<file path="config.mk">
export PLATFORM = sky130hd
export DESIGN_NAME = tlia_arbiter
export DESIGN_NICKNAME = d
export VERILOG_FILES = /design/src/design/tlia_pkg.sv /design/src/design/tlia_arbiter.sv /design/src/design/tlia_state_counter.sv
export SDC_FILE = /design/constraint.sdc
export NUM_CORES = 1
export LEC_CHECK = 0
export BUFFER_PORTS_ARGS = -buffer_cell sky130_fd_sc_hd__buf_2
export CAP_MARGIN = 10
export CORE_MARGIN = 10
export CORE_UTILIZATION = 49
export CTS_BUF_LIST = sky130_fd_sc_hd__clkbuf_16
export DETAILED_ROUTE_END_ITERATION = 10
export GPL_ROUTABILITY_DRIVEN = 0
export PLACE_DENSITY = 0.8
export SYNTH_ARGS = -nofsm -noshare
export SYNTH_HDL_FRONTEND = slang
export SYNTH_HIERARCHICAL = 1
export SYNTH_SLANG_ARGS = --single-unit
</file>
<file path="constraint.sdc">
create_clock -name sys_clk -period 2.7 [get_ports sys_clk]
set_input_delay 0.54 -clock sys_clk [delete_from_list [all_inputs] [get_ports sys_clk]]
set_output_delay 0.54 -clock sys_clk [all_outputs]
set_load 0.01 [all_outputs]
</file>
<file path="src/design/tlia_pkg.sv">
// package of constants and carrier types for the two-level interrupt arbiter
package tlia_pkg;

  // ****************************************************************
  // register map (byte addresses)
  // ****************************************************************
  localparam logic [7:0] ADDR_LEVEL_SELECT = 8'h00;
  localparam logic [7:0] ADDR_SOURCE_EN    = 8'h04;
  localparam logic [7:0] ADDR_STATUS       = 8'h08;
  localparam logic [7:0] ADDR_EVT_STATUS   = 8'h0C;
  localparam logic [7:0] ADDR_EVT_MASK     = 8'h10;

  // ****************************************************************
  // field positions
  // ****************************************************************
  localparam int NUM_SRC           = 6;
  localparam int POS_EXT_REQ_ZERO  = 0;
  localparam int POS_TIMER_ZERO    = 1;
  localparam int POS_EXT_REQ_ONE   = 2;
  localparam int POS_TIMER_ONE     = 3;
  localparam int POS_SERIAL        = 4;
  localparam int POS_TIMER_TWO     = 5;
  localparam int POS_GLOBAL_GATE   = 7;
  localparam int POS_EVT_CALL_LOW  = 0;
  localparam int POS_EVT_CALL_HIGH = 1;
  localparam int POS_EVT_RETURN    = 2;

  // ****************************************************************
  // reset values and masks
  // ****************************************************************
  localparam logic [7:0]  RST_LEVEL_SELECT = 8'h00;
  localparam logic [7:0]  RST_SOURCE_EN    = 8'h00;
  localparam logic [7:0]  LEVEL_SEL_MASK   = 8'h3F;
  localparam logic [7:0]  SOURCE_EN_MASK   = 8'hBF;
  localparam logic [2:0]  RST_EVT          = 3'h0;
  localparam logic [1:0]  RESP_OKAY        = 2'h0;
  localparam logic [1:0]  RESP_SLVERR      = 2'h2;

  // ****************************************************************
  // machine cycle timing: six states per machine cycle
  // ****************************************************************
  localparam int         STATES_PER_CYCLE = 6;
  localparam logic [2:0] CAPTURE_STATE    = 3'h5;
  localparam logic [2:0] LAST_STATE       = 3'h6;

  // ****************************************************************
  // fixed entry addresses, one per source in polling order
  // ****************************************************************
  localparam logic [15:0] VEC_EXT_REQ_ZERO = 16'h0003;
  localparam logic [15:0] VEC_TIMER_ZERO   = 16'h000B;
  localparam logic [15:0] VEC_EXT_REQ_ONE  = 16'h0013;
  localparam logic [15:0] VEC_TIMER_ONE    = 16'h001B;
  localparam logic [15:0] VEC_SERIAL       = 16'h0023;
  localparam logic [15:0] VEC_TIMER_TWO    = 16'h002B;

  // request to the cpu sequencer
  typedef struct packed {
    logic        valid;
    logic        level;
    logic [2:0]  source;
    logic [15:0] vector;
  } tlia_call_t;

  // arbiter states, gray along wait -> poll -> call
  typedef enum logic [1:0] {
    ST_WAIT = 2'b00,
    ST_POLL = 2'b01,
    ST_CALL = 2'b11
  } tlia_state_t;

endpackage : tlia_pkg

</file>
<file path="src/design/tlia_arbiter.sv">
// two-level interrupt arbiter with axi4-lite register slave
//
// Overview of operation
// [RULE_01] low-level routine preempted only by high level; high level never preempted.
// [RULE_02] both levels pending together: high level request wins.
// [RULE_03] same level pending together: fixed polling order picks one.
// [RULE_04] level select bit 5 is timer two, bit 3 timer one; one is high.
// [RULE_05] bit 4 serial, bit 2 external one, bit 0 external zero; one is high.
// [RULE_06] all source flags captured into samples in state 5 of each cycle.
// [RULE_07] samples are evaluated in the machine cycle after capture.
// [RULE_08] set and enabled sampled flag requests a hardware long call, unless blocked.
// [RULE_09] block request while same or higher level routine is in progress.
// [RULE_10] call pushes program counter then loads the source entry address.
// [RULE_11] each source has its own fixed entry address.
// [RULE_12] call saves only the program counter, nothing else.
// [RULE_13] return from service clears the serviced level flag; plain return does not.
// [RULE_14] enable register holds one bit per source and global gate at bit 7.
// [RULE_15] polling order: ext zero, timer zero, ext one, timer one, serial, timer two.
// [RULE_16] one in-progress flag per level, set when its call is issued.
//
// Chosen here: the AXI4-Lite slave port and the register offsets.
`timescale 1ns/1ns
module tlia_arbiter
  import tlia_pkg::*;
(
  input  wire logic              sys_clk,
  input  wire logic              reset,
  // interrupt source flags, bit order as the level select register
  input  wire logic [5:0]        src_flags,
  // cpu sequencer handshake
  output tlia_call_t             call_req,
  input  wire logic              call_ack,
  input  wire logic              ret_service,
  // axi4-lite slave
  input  wire logic [7:0]        s_axi_awaddr,
  input  wire logic              s_axi_awvalid,
  output logic                   s_axi_awready,
  input  wire logic [31:0]       s_axi_wdata,
  input  wire logic [3:0]        s_axi_wstrb,
  input  wire logic              s_axi_wvalid,
  output logic                   s_axi_wready,
  output logic [1:0]             s_axi_bresp,
  output logic                   s_axi_bvalid,
  input  wire logic              s_axi_bready,
  input  wire logic [7:0]        s_axi_araddr,
  input  wire logic              s_axi_arvalid,
  output logic                   s_axi_arready,
  output logic [31:0]            s_axi_rdata,
  output logic [1:0]             s_axi_rresp,
  output logic                   s_axi_rvalid,
  input  wire logic              s_axi_rready,
  output logic                   irq
);

  // ****************************************************************
  // functions
  // ****************************************************************
  // fixed entry address of a source
  function automatic logic [15:0] vec_of(input logic [2:0] src);
    case (src)
      3'h0:    vec_of = VEC_EXT_REQ_ZERO;
      3'h1:    vec_of = VEC_TIMER_ZERO;
      3'h2:    vec_of = VEC_EXT_REQ_ONE;
      3'h3:    vec_of = VEC_TIMER_ONE;
      3'h4:    vec_of = VEC_SERIAL;
      default: vec_of = VEC_TIMER_TWO;
    endcase
  endfunction : vec_of

  // first set bit in polling order, lowest index first
  function automatic logic [2:0] first_of(input logic [5:0] req);
    logic [2:0] idx;
    idx = 3'h0;
    for (int i = NUM_SRC - 1; i >= 0; i--) begin
      if (req[i]) begin
        idx = 3'(i);
      end
    end
    first_of = idx;
  endfunction : first_of

  // ****************************************************************
  // signals
  // ****************************************************************
  logic [7:0]  level_sel_q;
  logic [7:0]  src_en_q;
  logic [5:0]  sample_q;
  logic        busy_low_q;
  logic        busy_high_q;
  logic [2:0]  evt_q;
  logic [2:0]  evt_mask_q;
  tlia_state_t st_q;
  tlia_call_t  call_q;
  logic        capture_stb;
  logic        cycle_start;
  logic [5:0]  eligible;
  logic [5:0]  req_high;
  logic [5:0]  req_low;
  logic        pick_valid;
  logic        pick_level;
  logic [2:0]  pick_src;
  logic        ret_high;
  logic        ret_low;
  logic        wr_fire;
  logic        rd_fire;
  logic [7:0]  wr_addr_q;
  logic        wr_addr_ok_q;
  logic [31:0] wr_data_q;
  logic [3:0]  wr_strb_q;
  logic        wr_data_ok_q;
  logic [2:0]  evt_set;

  tlia_state_counter u_states (
    .sys_clk     (sys_clk),
    .reset       (reset),
    .state_num   (),
    .capture_stb (capture_stb),
    .cycle_start (cycle_start)
  );

  // ****************************************************************
  // sampling and arbitration
  // ****************************************************************
  // [RULE_06] capture in state five
  always_ff @(posedge sys_clk) begin
    if (reset) begin
      sample_q <= 6'h00;
    end else if (capture_stb) begin
      sample_q <= src_flags;
    end
  end

  // [RULE_08] sampled, enabled and gated
  // [RULE_14] global gate blocks everything
  assign eligible = sample_q & src_en_q[5:0] & {6{src_en_q[POS_GLOBAL_GATE]}};
  // [RULE_04] level bits one for high
  // [RULE_05] same meaning for other sources
  assign req_high = eligible & level_sel_q[5:0];
  assign req_low  = eligible & ~level_sel_q[5:0];

  // [RULE_01] high running blocks all, low running blocks low
  // [RULE_09] block same or higher level
  // [RULE_02] high level wins
  always_comb begin
    pick_valid = 1'b0;
    pick_level = 1'b0;
    pick_src   = 3'h0;
    if (!busy_high_q && (req_high != 6'h00)) begin
      pick_valid = 1'b1;
      pick_level = 1'b1;
      // [RULE_03] polling order within level
      pick_src   = first_of(req_high);
    end else if (!busy_high_q && !busy_low_q && (req_low != 6'h00)) begin
      pick_valid = 1'b1;
      // [RULE_15] ext zero polled first
      pick_src   = first_of(req_low);
    end
  end

  // ****************************************************************
  // arbiter sequence: wait for a cycle start, poll, hold the call
  // ****************************************************************
  // [RULE_07] poll only in the cycle after capture
  always_ff @(posedge sys_clk) begin
    if (reset) begin
      st_q   <= ST_WAIT;
      call_q <= '0;
    end else begin
      case (st_q)
        ST_WAIT: begin
          if (cycle_start) begin
            st_q <= ST_POLL;
          end
        end
        ST_POLL: begin
          if (pick_valid) begin
            // [RULE_10] push pc, load entry address
            // [RULE_11] fixed vector per source
            // [RULE_12] only pc saved by sequencer
            call_q.valid  <= 1'b1;
            call_q.level  <= pick_level;
            call_q.source <= pick_src;
            call_q.vector <= vec_of(pick_src);
            st_q          <= ST_CALL;
          end else begin
            st_q <= ST_WAIT;
          end
        end
        ST_CALL: begin
          if (call_ack) begin
            call_q.valid <= 1'b0;
            st_q         <= ST_WAIT;
          end
        end
        default: st_q <= ST_WAIT;
      endcase
    end
  end

  assign call_req = call_q;

  // ****************************************************************
  // in-progress flags
  // ****************************************************************
  // return clears the highest level in progress
  assign ret_high = ret_service && busy_high_q;
  assign ret_low  = ret_service && !busy_high_q && busy_low_q;

  // [RULE_16] set when call_ack takes the call
  // [RULE_13] cleared only by return from service
  always_ff @(posedge sys_clk) begin
    if (reset) begin
      busy_high_q <= 1'b0;
      busy_low_q  <= 1'b0;
    end else begin
      if (st_q == ST_CALL && call_ack && call_q.level) begin
        busy_high_q <= 1'b1;
      end else if (ret_high) begin
        busy_high_q <= 1'b0;
      end
      if (st_q == ST_CALL && call_ack && !call_q.level) begin
        busy_low_q <= 1'b1;
      end else if (ret_low) begin
        busy_low_q <= 1'b0;
      end
    end
  end

  // ****************************************************************
  // event status and interrupt output
  // ****************************************************************
  assign evt_set = {ret_service,
                    st_q == ST_CALL && call_ack && call_q.level,
                    st_q == ST_CALL && call_ack && !call_q.level};

  // set wins over a write-one clear in the same cycle
  always_ff @(posedge sys_clk) begin
    if (reset) begin
      evt_q <= RST_EVT;
    end else if (wr_fire && wr_addr_q == ADDR_EVT_STATUS && wr_strb_q[0]) begin
      evt_q <= (evt_q & ~wr_data_q[2:0]) | evt_set;
    end else begin
      evt_q <= evt_q | evt_set;
    end
  end

  assign irq = |(evt_q & evt_mask_q);

  // ****************************************************************
  // axi4-lite write path
  // ****************************************************************
  // address and data may arrive in either order; held until response
  assign s_axi_awready = !wr_addr_ok_q && !s_axi_bvalid;
  assign s_axi_wready  = !wr_data_ok_q && !s_axi_bvalid;
  assign wr_fire       = wr_addr_ok_q && wr_data_ok_q && !s_axi_bvalid;

  always_ff @(posedge sys_clk) begin
    if (reset) begin
      wr_addr_ok_q <= 1'b0;
      wr_addr_q    <= 8'h00;
    end else if (s_axi_awvalid && s_axi_awready) begin
      wr_addr_ok_q <= 1'b1;
      wr_addr_q    <= s_axi_awaddr;
    end else if (wr_fire) begin
      wr_addr_ok_q <= 1'b0;
    end
  end

  always_ff @(posedge sys_clk) begin
    if (reset) begin
      wr_data_ok_q <= 1'b0;
      wr_data_q    <= 32'h0000_0000;
      wr_strb_q    <= 4'h0;
    end else if (s_axi_wvalid && s_axi_wready) begin
      wr_data_ok_q <= 1'b1;
      wr_data_q    <= s_axi_wdata;
      wr_strb_q    <= s_axi_wstrb;
    end else if (wr_fire) begin
      wr_data_ok_q <= 1'b0;
    end
  end

  // register writes, low byte lane only
  always_ff @(posedge sys_clk) begin
    if (reset) begin
      level_sel_q <= RST_LEVEL_SELECT;
      src_en_q    <= RST_SOURCE_EN;
      evt_mask_q  <= RST_EVT;
    end else if (wr_fire && wr_strb_q[0]) begin
      case (wr_addr_q)
        ADDR_LEVEL_SELECT: level_sel_q <= wr_data_q[7:0] & LEVEL_SEL_MASK;
        ADDR_SOURCE_EN:    src_en_q    <= wr_data_q[7:0] & SOURCE_EN_MASK;
        ADDR_EVT_MASK:     evt_mask_q  <= wr_data_q[2:0];
        default:           ;
      endcase
    end
  end

  // write response, slverr for unmapped offsets
  always_ff @(posedge sys_clk) begin
    if (reset) begin
      s_axi_bvalid <= 1'b0;
      s_axi_bresp  <= RESP_OKAY;
    end else if (wr_fire) begin
      s_axi_bvalid <= 1'b1;
      s_axi_bresp  <= (wr_addr_q == ADDR_LEVEL_SELECT || wr_addr_q == ADDR_SOURCE_EN ||
                       wr_addr_q == ADDR_STATUS || wr_addr_q == ADDR_EVT_STATUS ||
                       wr_addr_q == ADDR_EVT_MASK) ? RESP_OKAY : RESP_SLVERR;
    end else if (s_axi_bready) begin
      s_axi_bvalid <= 1'b0;
    end
  end

  // ****************************************************************
  // axi4-lite read path
  // ****************************************************************
  assign s_axi_arready = !s_axi_rvalid;
  assign rd_fire       = s_axi_arvalid && s_axi_arready;

  always_ff @(posedge sys_clk) begin
    if (reset) begin
      s_axi_rvalid <= 1'b0;
      s_axi_rdata  <= 32'h0000_0000;
      s_axi_rresp  <= RESP_OKAY;
    end else if (rd_fire) begin
      s_axi_rvalid <= 1'b1;
      s_axi_rresp  <= RESP_OKAY;
      case (s_axi_araddr)
        ADDR_LEVEL_SELECT: s_axi_rdata <= {24'h000000, level_sel_q};
        ADDR_SOURCE_EN:    s_axi_rdata <= {24'h000000, src_en_q};
        ADDR_STATUS:       s_axi_rdata <= {16'h0000, 2'h0, sample_q,
                                           5'h00, call_q.valid, busy_high_q, busy_low_q};
        ADDR_EVT_STATUS:   s_axi_rdata <= {29'h0000_0000, evt_q};
        ADDR_EVT_MASK:     s_axi_rdata <= {29'h0000_0000, evt_mask_q};
        default: begin
          s_axi_rdata <= 32'h0000_0000;
          s_axi_rresp <= RESP_SLVERR;
        end
      endcase
    end else if (s_axi_rready) begin
      s_axi_rvalid <= 1'b0;
    end
  end

endmodule : tlia_arbiter

</file>
<file path="src/design/tlia_state_counter.sv">
// machine cycle state counter for the interrupt arbiter
`timescale 1ns/1ns
module tlia_state_counter
  import tlia_pkg::*;
(
  input  wire logic       sys_clk,
  input  wire logic       reset,
  output logic [2:0]      state_num,
  output logic            capture_stb,
  output logic            cycle_start
);

  logic [2:0] count_q;

  // ****************************************************************
  // states 1..6 of each machine cycle
  // ****************************************************************
  always_ff @(posedge sys_clk) begin
    if (reset) begin
      count_q <= 3'h1;
    end else if (count_q == LAST_STATE) begin
      count_q <= 3'h1;
    end else begin
      count_q <= count_q + 3'h1;
    end
  end

  assign state_num   = count_q;
  assign capture_stb = (count_q == CAPTURE_STATE);
  assign cycle_start = (count_q == LAST_STATE); // next edge opens a new cycle

endmodule : tlia_state_counter

</file>
# ---- Word-level counts from Yosys, hierarchy flattened
# Cells that the tools add are included.
# W data, S select, Z words.
dict set report word_totals {
  wordCells 145
  input_bits 67
  register_bits 110
  output_inout_bits 63
}
dict set report op_classes {
  add_sub_neg 1
  n_reduce_logical 52
  eq_ne 19
  n_bitwise 10
  n_mux 40
}
# cell count
set op_table {}
lappend op_table {{$pmux W14 S5} 1}
lappend op_table {{$mux W3} 15}
lappend op_table {{$eq A8 B4 Y1 const B} 4}
lappend op_table {{$pmux W6 S5} 1}
lappend op_table {{$and A6 B6 Y6} 4}
lappend op_table {{$mux W21} 1}
lappend op_table {{$logic_and A1 B1 Y1} 19}
lappend op_table {{$eq A8 B3 Y1 const B} 2}
lappend op_table {{$eq A8 B5 Y1 const B} 2}
lappend op_table {{$logic_not A8 Y1} 2}
lappend op_table {{$mux W1} 15}
lappend op_table {{$reduce_bool A2 Y1} 7}
lappend op_table {{$reduce_bool A6 Y1} 2}
lappend op_table {{$mux W2} 5}
lappend op_table {{$reduce_and A2 Y1} 5}
lappend op_table {{$eq A3 B3 Y1 const B} 3}
lappend op_table {{$logic_not A1 Y1} 7}
lappend op_table {{$and A3 B3 Y3} 2}
lappend op_table {{$eq A3 B2 Y1 const B} 2}
lappend op_table {{$ne A2 B2 Y1 const B} 3}
lappend op_table {{$not A6 Y6} 1}
lappend op_table {{$or A3 B3 Y3} 2}
lappend op_table {{$pmux W2 S3} 1}
lappend op_table {{$reduce_or A5 Y1} 1}
lappend op_table {{other kinds (12)} 15}

# ---- Logic depth before layout (Yosys ltp)
# Gate-level depths: netlist (run 1).
dict set report logic_depth {
  ltp_word 15
  mapped_depth 6
  depth_no_buf 5
}

# ---- Hierarchy
# The synthesis (run 1) kept the hierarchy.
# mod seq_area_each_um2 n_inst area_per_inst_um2 cells_each
set by_module_without_submodules {}
lappend by_module_without_submodules {tlia_arbiter 1461.4 1 3337.0 395}
lappend by_module_without_submodules {tlia_state_counter 60.1 1 148.9 15}

# ---- Worst setup path after synthesis (run 1)
# OpenSTA, ideal clock, no wires.
dict set report synth_timing {
  kind {reg2reg}
  start {register wr_addr_q[0]}
  end {register evt_mask_q[2]}
  synth_period_minus_slack_ps 2157
  setup_time_ps 128
  stages_incl_launch_ff 7
  t_arrival_ps 2029
  slack_ps 543
  t_required_ps 2572
  cell_sequence {dfxtp_1 > or4_4 > or3_4 > or4b_1 > buf_2 > mux2i_1 > nor2_1}
}
dict set report synth_via {
  elab_chain_cells 2
}
# item line
set synth_rtl {}
lappend synth_rtl {{from (decl)} tlia_arbiter.sv:106} ;# logic [7:0] wr_addr_q;
lappend synth_rtl {{from (signal assigned)} tlia_arbiter.sv:263} ;# wr_addr_q <= s_axi_awaddr;
lappend synth_rtl {{$eq A8 B5 Y1} tlia_arbiter.sv:290} ;# case (wr_addr_q)
lappend synth_rtl {{$reduce_and A2 Y1 (no source line)} --}
lappend synth_rtl {{to (signal assigned)} tlia_arbiter.sv:293} ;# ADDR_EVT_MASK: evt_mask_q <= wr_data_q[2:0];
lappend synth_rtl {{to (decl)} tlia_arbiter.sv:91} ;# logic [2:0] evt_mask_q;
# Every way passes these cells.
# A chain may end at the register's enable or synchronous reset.

# ---- Worst setup path after layout (run 1)
dict set report layout_timing {
  start {register wr_addr_q[0]}
  end {register evt_mask_q[1]}
}
# Same word-level chain as after synthesis.

==> results of run 1 <==
worst max-delay path: cells and delay by family (launching register included):
kind | cells | cell delay (ps)
flops | 1 | 310
simple gates | 4 | 1620
mux | 1 | 190
power by group through the flow:
stage	Sequential, mW	Combinational (mW)	Clock [mW]
floorplan	1.21	0.162	0
global placement	1.21	0.187	0
detailed placement	1.22	0.193	0
CTS	1.19	0.194	1.27
global route	1.20	0.224	1.32
finish	1.19	0.196	1.26
routing by layer:
| metal | part of all wire, % | vias to the layer above | track usage (%) |
|---|---|---|---|
| li1 | - | 1508 | - |
| met1 | 41 | 1402 | 17.7 |
| met2 | 48 | 129 | 26.3 |
| met3 | 9.4 | 11 | 6.07 |
| met4 | 1.3 | 0 | 5.17 |
| met5 | 0 | - | 0 |
cell type report:
cell class / count / area, sq um
Fill cell: 638 / 2760
Clock inverter: 7 / 91.3
Clock buffer: 9 / 225
Multi-Input combinational cell: 302 / 1720
Tap cell: 96 / 120
Sequential cell: 76 / 1520
Inverter: 11 / 41.3
Timing Repair Buffer: 74 / 383
how the worst max path moves through the flow:
stage / from / to / slack (ps) / depth (start not counted)
2_1_floorplan: wr_addr_q[0] / evt_mask_q[2] / 540 / 6
3_3_place_gp: wr_addr_q[0] / evt_mask_q[2] / 500 / 5
3_5_place_dp: s_axi_araddr[1] / s_axi_rdata[2] / 440 / 6
4_1_cts: wr_addr_q[0] / evt_mask_q[1] / 450 / 5
5_1_grt: wr_addr_q[0] / evt_mask_q[1] / 350 / 5
6_report: wr_addr_q[0] / evt_mask_q[1] / 450 / 5
state kept, by name, indices dropped and copies added (netlist names):
name / cells
sample_q: 6
s_axi_bresp: 1
s_axi_bvalid: 1
level_sel_q: 6
wr_addr_ok_q: 1
call_req: 9
busy_low_q: 1
st_q: 2
evt_q: 3
wr_data_q: 7
wr_strb_q: 1
s_axi_rresp: 1
wr_addr_q: 8
s_axi_rdata: 13
evt_mask_q: 3
u_states/state_num: 3
wr_data_ok_q: 1
busy_high_q: 1
s_axi_rvalid: 1
src_en_q: 7
cells in the final DEF (no fill, tap or decap), types with 7 or more instances in the layout:
master / Yosys / layout
inv_1: 11 / 11
mux2i_1: 25 / 25
a21oi_1: 47 / 47
conb_1: 1 / 32
nand2_1: 50 / 50
clkbuf_16: 0 / 9
nand3_1: 16 / 16
nor2_1: 41 / 41
a222oi_1: 7 / 7
dfxtp_1: 76 / 76
buf_2: 3 / 69
nand4_1: 9 / 9
o21ai_0: 14 / 14
logic make-up after synthesis:
group	share of synthesized area, %
adders and majority gates	1.08
muxes	7.18
AOI/OAI and AO/OA	15.0
other	0.108
and+or+nand+nor	22.6
buffers and inverters	10.4
DFF	43.6
metrics by stage:
step	area, sq um	hold WS [ps]	worst slack (ps)	total power [mW]
2_1_floorplan	3600	436	543	1.37
3_3_place_gp	3790	435	496	1.40
3_5_place_dp	3790	442	443	1.41
4_1_cts	4110	387	447	2.66
5_1_grt	4110	404	350	2.74
6_report	4110	397	450	2.65
==> flow_summary.ini, run 1 <==
[pwr]
power_switching_share_pct = 23.1
internal_power_mw = 2.03
clock_power_share_pct = 47.5
power.density_nw_per_um2 = 645
ir_worst_vdd_mv = 0.366
leakage_nw = 1.72
power_frac_seq_pct = 45.1
power_frac_comb_pct = 7.4
p_switching_mw = 0.612

[clock_tree]
cts_resized = 0
cts_buffers = 9
clk_pin_slew_ps = 60
cts_tree = yes
postCtsSetupRepairBufs = 0
cts_max_level = 3
cts-hold-fix-buffers = 0
clk_latency_ps = 330
clock_sinks = 76
cts-root-buf = clkbuf_16
max-clock-path-buffers = 2

[synthesis]
ys_ff_latch = 76
avgSynthCellArea_sq_um = 8.50
synth_edf_count = 0
yosysWarningCount = 6
synth_ff_type = dfxtp_1
yosysSeqAreaShare_pct = 43.6
async_reset_ff_share_pct = 0
yosysTopAreaCell = dfxtp_1
ys_top_cells_by_count = dfxtp_1 (76), nand2_1 (50), a21oi_1 (47), nor2_1 (41), buf_4 (33)
synthMostInstantiatedCell = dfxtp_1
syn-cell-area_sq_um = 3490
synth_top_area_share_pct = 43.6
synthCells = 410
synth_cell_types = 48
synthTopCellsByArea = dfxtp_1 (44%), mux2i_1 (7.2%), buf_4 (7.1%)

[hold_path]
hold_end = s_axi_rvalid
min_path_cells = 2
hold_path.startpoint = s_axi_rready
worstHoldPathType = input pin to flop

[worst_setup_path]
crit_chain = or4_4, or3_4, or4b_1, mux2i_1, nor2_1
crit_type = flop to flop
crit_slowest_cell = or4b_1
endpoint_kind = flop
r2r_slack_ps = 450
r2r_end = evt_mask_q[1]
r2r-start = wr_addr_q[0]
crit_required_ps = 2910
worstSetupStartpointType = flop
reg2reg_depth = 5
critPathMaxStageDelay_ps = 610
worstPathArrival_ps = 2460
worst-path-max-fanout = 3

[sta]
setup_tns_ps = 0
setup_viol = 0
period_share_pct = 83.3
fmax_mhz = 444
hold_violations = 0
finalMaxSlewViolations = 0
worstMarginPinSlew_ps = 572
slew_headroom_pct = 61.6
rsz0062_at_grt = no
min_period_ps = 2250
clock-skew-final_ps = 5.82

[route]
viasPerCell = 5.30
wl_per_cell_microns = 15.2
wl_microns = 8760
drtIter0Drc = 160
first_pass_iters = 5
drc = 0
vias = 3050
drt.antenna.violating_nets = 0

[grt]
gr-total-overflow = 0
antenna_found_initial = 0
grt.total_usage_pct = 15.7
grt_pass1_vias = 3013
grt_pass1_wl_microns = 14500
grt_start_max_net_pins = 29

[layout]
fin_nets = 544
drive_gt1_share_pct = 19.8
antennaDiodeCount = 0
area_growth_syn_to_layout_pct = 17.8
stdcell_count = 575
final_util_pct = 59.8

[die]
die_y_microns = 104
core_sq_um = 6870
io_pins = 130
start_util_pct = 50.7
die_x_microns = 104
die_area_sq_um = 10900
rows = 30

[placed_design]
io_buffers = 69
dp_hpwl_microns = 6500
placedCellCount = 559

[job]
max_cap_viol_count = 0

[outcome]
status = finished clean
Power figures use the tool's default switching activity.
==> run 2: changes to the inputs <==
==> constraint.sdc (replaced) <==
create_clock -name sys_clk -period 2.14 [get_ports sys_clk]
set_input_delay 0.428 -clock sys_clk [delete_from_list [all_inputs] [get_ports sys_clk]]
set_output_delay 0.428 -clock sys_clk [all_outputs]
set_load 0.01 [all_outputs]
==> run 2 against run 1 <==
Cell count grew 0.70%; critical endpoint is now evt_mask_q[2]; clock skew is essentially flat; worst hold slack lost 120 ps.
==> flow_summary.ini, run 2 (synthesis gave the netlist of run 1 again) <==
[die]
rows = 30
die_y_microns = 104
core_sq_um = 6870
start_util_pct = 50.7
die_x_microns = 104
die_area_sq_um = 10900
io_pins = 130

[layout]
antennaDiodeCount = 0
fin_nets = 549
stdcell_count = 579
multi_input_area_sq_um = 1740
seq_area_sq_um = 1520
largest_register = s_axi_rdata
drive_gt1_share_pct = 21.3
layout_common_cells = dfxtp_1 (74), buf_2 (69), nand2_1 (50), a21oi_1 (47), nor2_1 (41)
largest_reg_flops = 13
layout_commonest_cell = dfxtp_1
area_growth_syn_to_layout_pct = 20.7
filler_cell_count = 620

[outcome]
status = finished clean

[sta]
fmax_mhz = 472
min_period_ps = 2120
finalMaxSlewViolations = 0
rsz0062_at_grt = yes
hold_violations = 0
clock-skew-final_ps = 5.36
setup_viol = 0
period_share_pct = 98.9

[hold_path]
worstHoldPathType = input pin to flop

[worst_setup_path]
critPathMaxStageDelay_ps = 560
crit_slowest_cell = or4b_4
worst-path-max-fanout = 3
crit_chain = or4_4, or3_4, or4b_4, mux2i_1, nor2_1
crit_required_ps = 2350
worstSetupStartpointType = flop
worstPathArrival_ps = 2320
crit_type = flop to flop
endpoint_kind = flop

[grt]
gr-total-overflow = 0
use_met2_pct = 26.3
grt_pass1_wl_microns = 14200
met3_usage_pct = 7.31
top_usage_layer = met2
grt_start_max_net_pins = 43
grt_pass1_vias = 2970
antenna_found_initial = 0
grt.total_usage_pct = 15.6
grtUsageMet1_pct = 17.2

[pwr]
ir_worst_vdd_mv = 0.501
power.density_nw_per_um2 = 842
leakage_nw = 1.77
power_mw = 3.55

[route]
drtIter0Drc = 140
drc = 0
wl_microns = 8740
first_pass_iters = 4
viasPerCell = 5.17
wl_per_cell_microns = 15.1
drt.antenna.violating_nets = 0
vias = 2995

[placed_design]
placedCellCount = 564
io_buffers = 69
dp_hpwl_microns = 6510

[clock_tree]
cts-hold-fix-buffers = 0
cts_buffers = 9
cts_max_level = 3
max-clock-path-buffers = 2
clk_latency_ps = 330
clk_pin_slew_ps = 60
clock_sinks = 76
postCtsSetupRepairBufs = 0
cts-root-buf = clkbuf_16
cts_tree = yes

[job]
max_cap_viol_count = 0
==> run 2: cell types whose count changed in the layout (fill, tap and decap cells not counted), moves of 2 or more <==
cell	delta
buf_4	+3
buf_6	+2
bufinv_16	+2
clkinvlp_4	-3
dfxtp_1	-2
dfxtp_2	+2
mux2i_1	-2
==> run 2: path summary, 6_finish.rpt <==
check                                     start              end  slack, ps  depth (start not counted)
worst max register to register     wr_addr_q[0]    evt_mask_q[2]         20                          5
worst min register to register  s_axi_rdata[10]  s_axi_rdata[10]        450                          2
worst max-delay path               wr_addr_q[0]    evt_mask_q[2]         20                          5
worst min-delay path               s_axi_rready     s_axi_rvalid        280                          2
==> run 2: stage by stage <==
step           setup slack [ps]  area, sq um  hold slack, ps  util, %  TNS, ps
6_report                   23.1         4210             280     61.3        0
5_1_grt                   -60.8         4210             277     61.3     -333
4_1_cts                   -3.64         4190             274     61.0    -3.64
3_5_place_dp              -26.1         3830             444     55.7    -56.3
3_3_place_gp               11.7         3830             436     55.7        0
2_1_floorplan              22.3         3600             436        -        0
==> run 2: critical path: cells and delay by family, from the launching register on <==
| kind | cells | cell delay, ps |
|---|---|---|
| flip-flops | 1 | 320 |
| multiplexers | 1 | 180 |
| AND/OR/NAND/NOR | 4 | 1500 |
==> run 2: area by class of cell <==
| cell class | count | area share (%) |
|---|---|---|
| Clock buffer | 9 | 5.35 |
| Clock inverter | 6 | 3.03 |
| Inverter | 11 | 0.981 |
| Multi-Input combinational cell | 302 | 41.4 |
| Sequential cell | 76 | 36.2 |
| Tap cell | 96 | 2.85 |
| Timing Repair Buffer | 79 | 10.2 |
==> run 2: routing by layer <==
metal  routed length [microns]  vias to the layer above
met2                      4210                      103
met3                       739                        7
li1                          -                     1516
met1                      3700                     1369
met5                         0                        -
met4                        80                        0
==> run 2: what timing repair did <==
item,CTS,global route
pin swaps,0,1
resized for setup,3,5
endpoints found under the setup margin,4,13
==> run 2: report_power, final <==
group	internal (mW)	switching [mW]	total [mW]	leakage [nW]
logic	0.0975	0.154	0.251	0.986
registers	1.46	0.0457	1.51	0.618
clock network	1.24	0.546	1.79	0.171
total	2.80	0.746	3.55	1.77
==> run 3: changes to the inputs <==
--- a/config.mk
+++ b/config.mk
@@ -7,9 +7,7 @@
 export LEC_CHECK = 0
 export BUFFER_PORTS_ARGS = -buffer_cell sky130_fd_sc_hd__buf_2
 export CAP_MARGIN = 10
-export CORE_MARGIN = 10
 export CORE_UTILIZATION = 49
-export CTS_BUF_LIST = sky130_fd_sc_hd__clkbuf_16
 export DETAILED_ROUTE_END_ITERATION = 10
 export GPL_ROUTABILITY_DRIVEN = 0
 export PLACE_DENSITY = 0.8
==> run 3 against run 2 <==
Sequential cell count did not move; first-iteration DRC count rose by 54%; core utilization fell by 1.8 points; cell count rose by 0.17%; fmax rose by 0.72%; power fell by 17%; setup slack improved by 15 ps; routed wire length fell by 15%; critical path depth did not move; global-route usage rose by 4.7 points; worst hold slack got worse by 19 ps; critical endpoint is now evt_mask_q[1].
==> flow_summary.ini, run 3 (synthesis gave the netlist of run 1 again) <==
[worst_setup_path]
r2r_slack_ps = 40
r2r-start = wr_addr_q[0]
crit_required_ps = 2360
critPathMaxStageDelay_ps = 530
endpoint_kind = flop
worst-path-max-fanout = 3
worstSetupStartpointType = flop
crit_slowest_cell = or4_4
worstPathArrival_ps = 2320
r2r_end = evt_mask_q[1]
crit_type = flop to flop
reg2reg_depth = 5
crit_chain = or4_4, or3_4, or4b_4, mux2i_1, nor2_1

[layout]
fin_nets = 549
layout_commonest_cell = dfxtp_1
antennaDiodeCount = 0
final_util_pct = 59.5
layout_common_cells = dfxtp_1 (74), buf_2 (69), nand2_1 (50), a21oi_1 (47), nor2_1 (41)
fin_area_sq_um = 4070
stdcell_count = 580
seq_area_sq_um = 1520
drive_gt1_share_pct = 21.5
multi_input_area_sq_um = 1730
area_growth_syn_to_layout_pct = 16.6
largest_reg_flops = 13
largest_register = s_axi_rdata
filler_cell_count = 648

[sta]
fin_ws_ps = 38.2
finalMaxSlewViolations = 0
period_share_pct = 98.2
fmax_mhz = 476
min_period_ps = 2100
hold_violations = 0
whs_ps = 261
setup_viol = 0
rsz0062_at_grt = yes
clock-skew-final_ps = 6.86
setup_tns_ps = 0

[placed_design]
dp_hpwl_microns = 5580
io_buffers = 69
dpl_worst_slack_ps = -31.4
placed_area_sq_um = 3830
placedCellCount = 564

[clock_tree]
cts-root-buf = clkbuf_8
cts_buffers = 9
postCtsSetupRepairBufs = 0
cts_max_level = 3
clk_pin_slew_ps = 80
clk_latency_ps = 350
cts_tree = yes
max-clock-path-buffers = 2
clock_sinks = 76
cts-hold-fix-buffers = 0

[route]
viasPerCell = 5.21
drt.antenna.violating_nets = 0
first_pass_iters = 5
wl_microns = 7460
wl_per_cell_microns = 12.9
drtIter0Drc = 216
drc = 0
vias = 3023

[die]
die_area_sq_um = 7460
die_x_microns = 86.3
io_pins = 130
rows = 30
die_y_microns = 86.3
start_util_pct = 51.0
core_sq_um = 6830

[hold_path]
min_path_cells = 2
hold_path.startpoint = s_axi_rready
hold_end = s_axi_rvalid
worstHoldPathType = input pin to flop

[grt]
grt_pass1_vias = 2656
grt_pass1_wl_microns = 11900
antenna_found_initial = 0
grt.total_usage_pct = 20.3
grt_start_max_net_pins = 49
gr-total-overflow = 0

[outcome]
status = finished clean

[pwr]
power_mw = 2.96
power.density_nw_per_um2 = 727
leakage_nw = 1.71
ir_worst_vdd_mv = 0.584

[job]
max_cap_viol_count = 0
run 3: layout make-up:
cell class | instances | share of cell area [%]
clock buffer | 10 | 3.39
timing repair buffer | 79 | 10.5
sequential | 76 | 37.5
inverter | 11 | 1.02
clock inverter | 6 | 2.15
tap | 96 | 2.95
multi-input combinational | 302 | 42.5
run 3: what timing repair did:
action,4_1_cts,5_1_grt
gates resized for setup,1,4
endpoints found under the hold margin,0,0
setup endpoints to repair,3,12
pin swaps,0,1
run 3: routing by layer:
metal	up-vias	global-route usage (%)	wire length, microns
met3	12	6.00	492
met1	1381	24.6	3250
met5	-	0	0
li1	1510	-	-
met4	0	7.58	112
met2	120	34.1	3610
run 3: worst max path at each step:
stage / endpoint / slack, ps / start
after floorplan: evt_mask_q[2] / 20 / wr_addr_q[0]
after global placement: evt_mask_q[1] / 10 / wr_addr_q[0]
after detailed placement: evt_mask_q[1] / -30 / wr_addr_q[0]
after CTS: evt_mask_q[1] / 9 / wr_addr_q[0]
after global routing: evt_mask_q[0] / -30 / wr_addr_q[0]
final: evt_mask_q[1] / 40 / wr_addr_q[0]
run 3: power by group:
group          internal (mW)  switching, mW  leakage (nW)
combinational         0.0967          0.149         0.984
sequential              1.46         0.0435         0.618
clock                  0.686          0.522         0.105
total                   2.24          0.714          1.71
run 3: critical path, delay by kind of cell, from the launching register on:
family / cells / cell delay (ps)
flip-flops: 1 / 330
AND/OR/NAND/NOR: 4 / 1470
multiplexers: 1 / 180
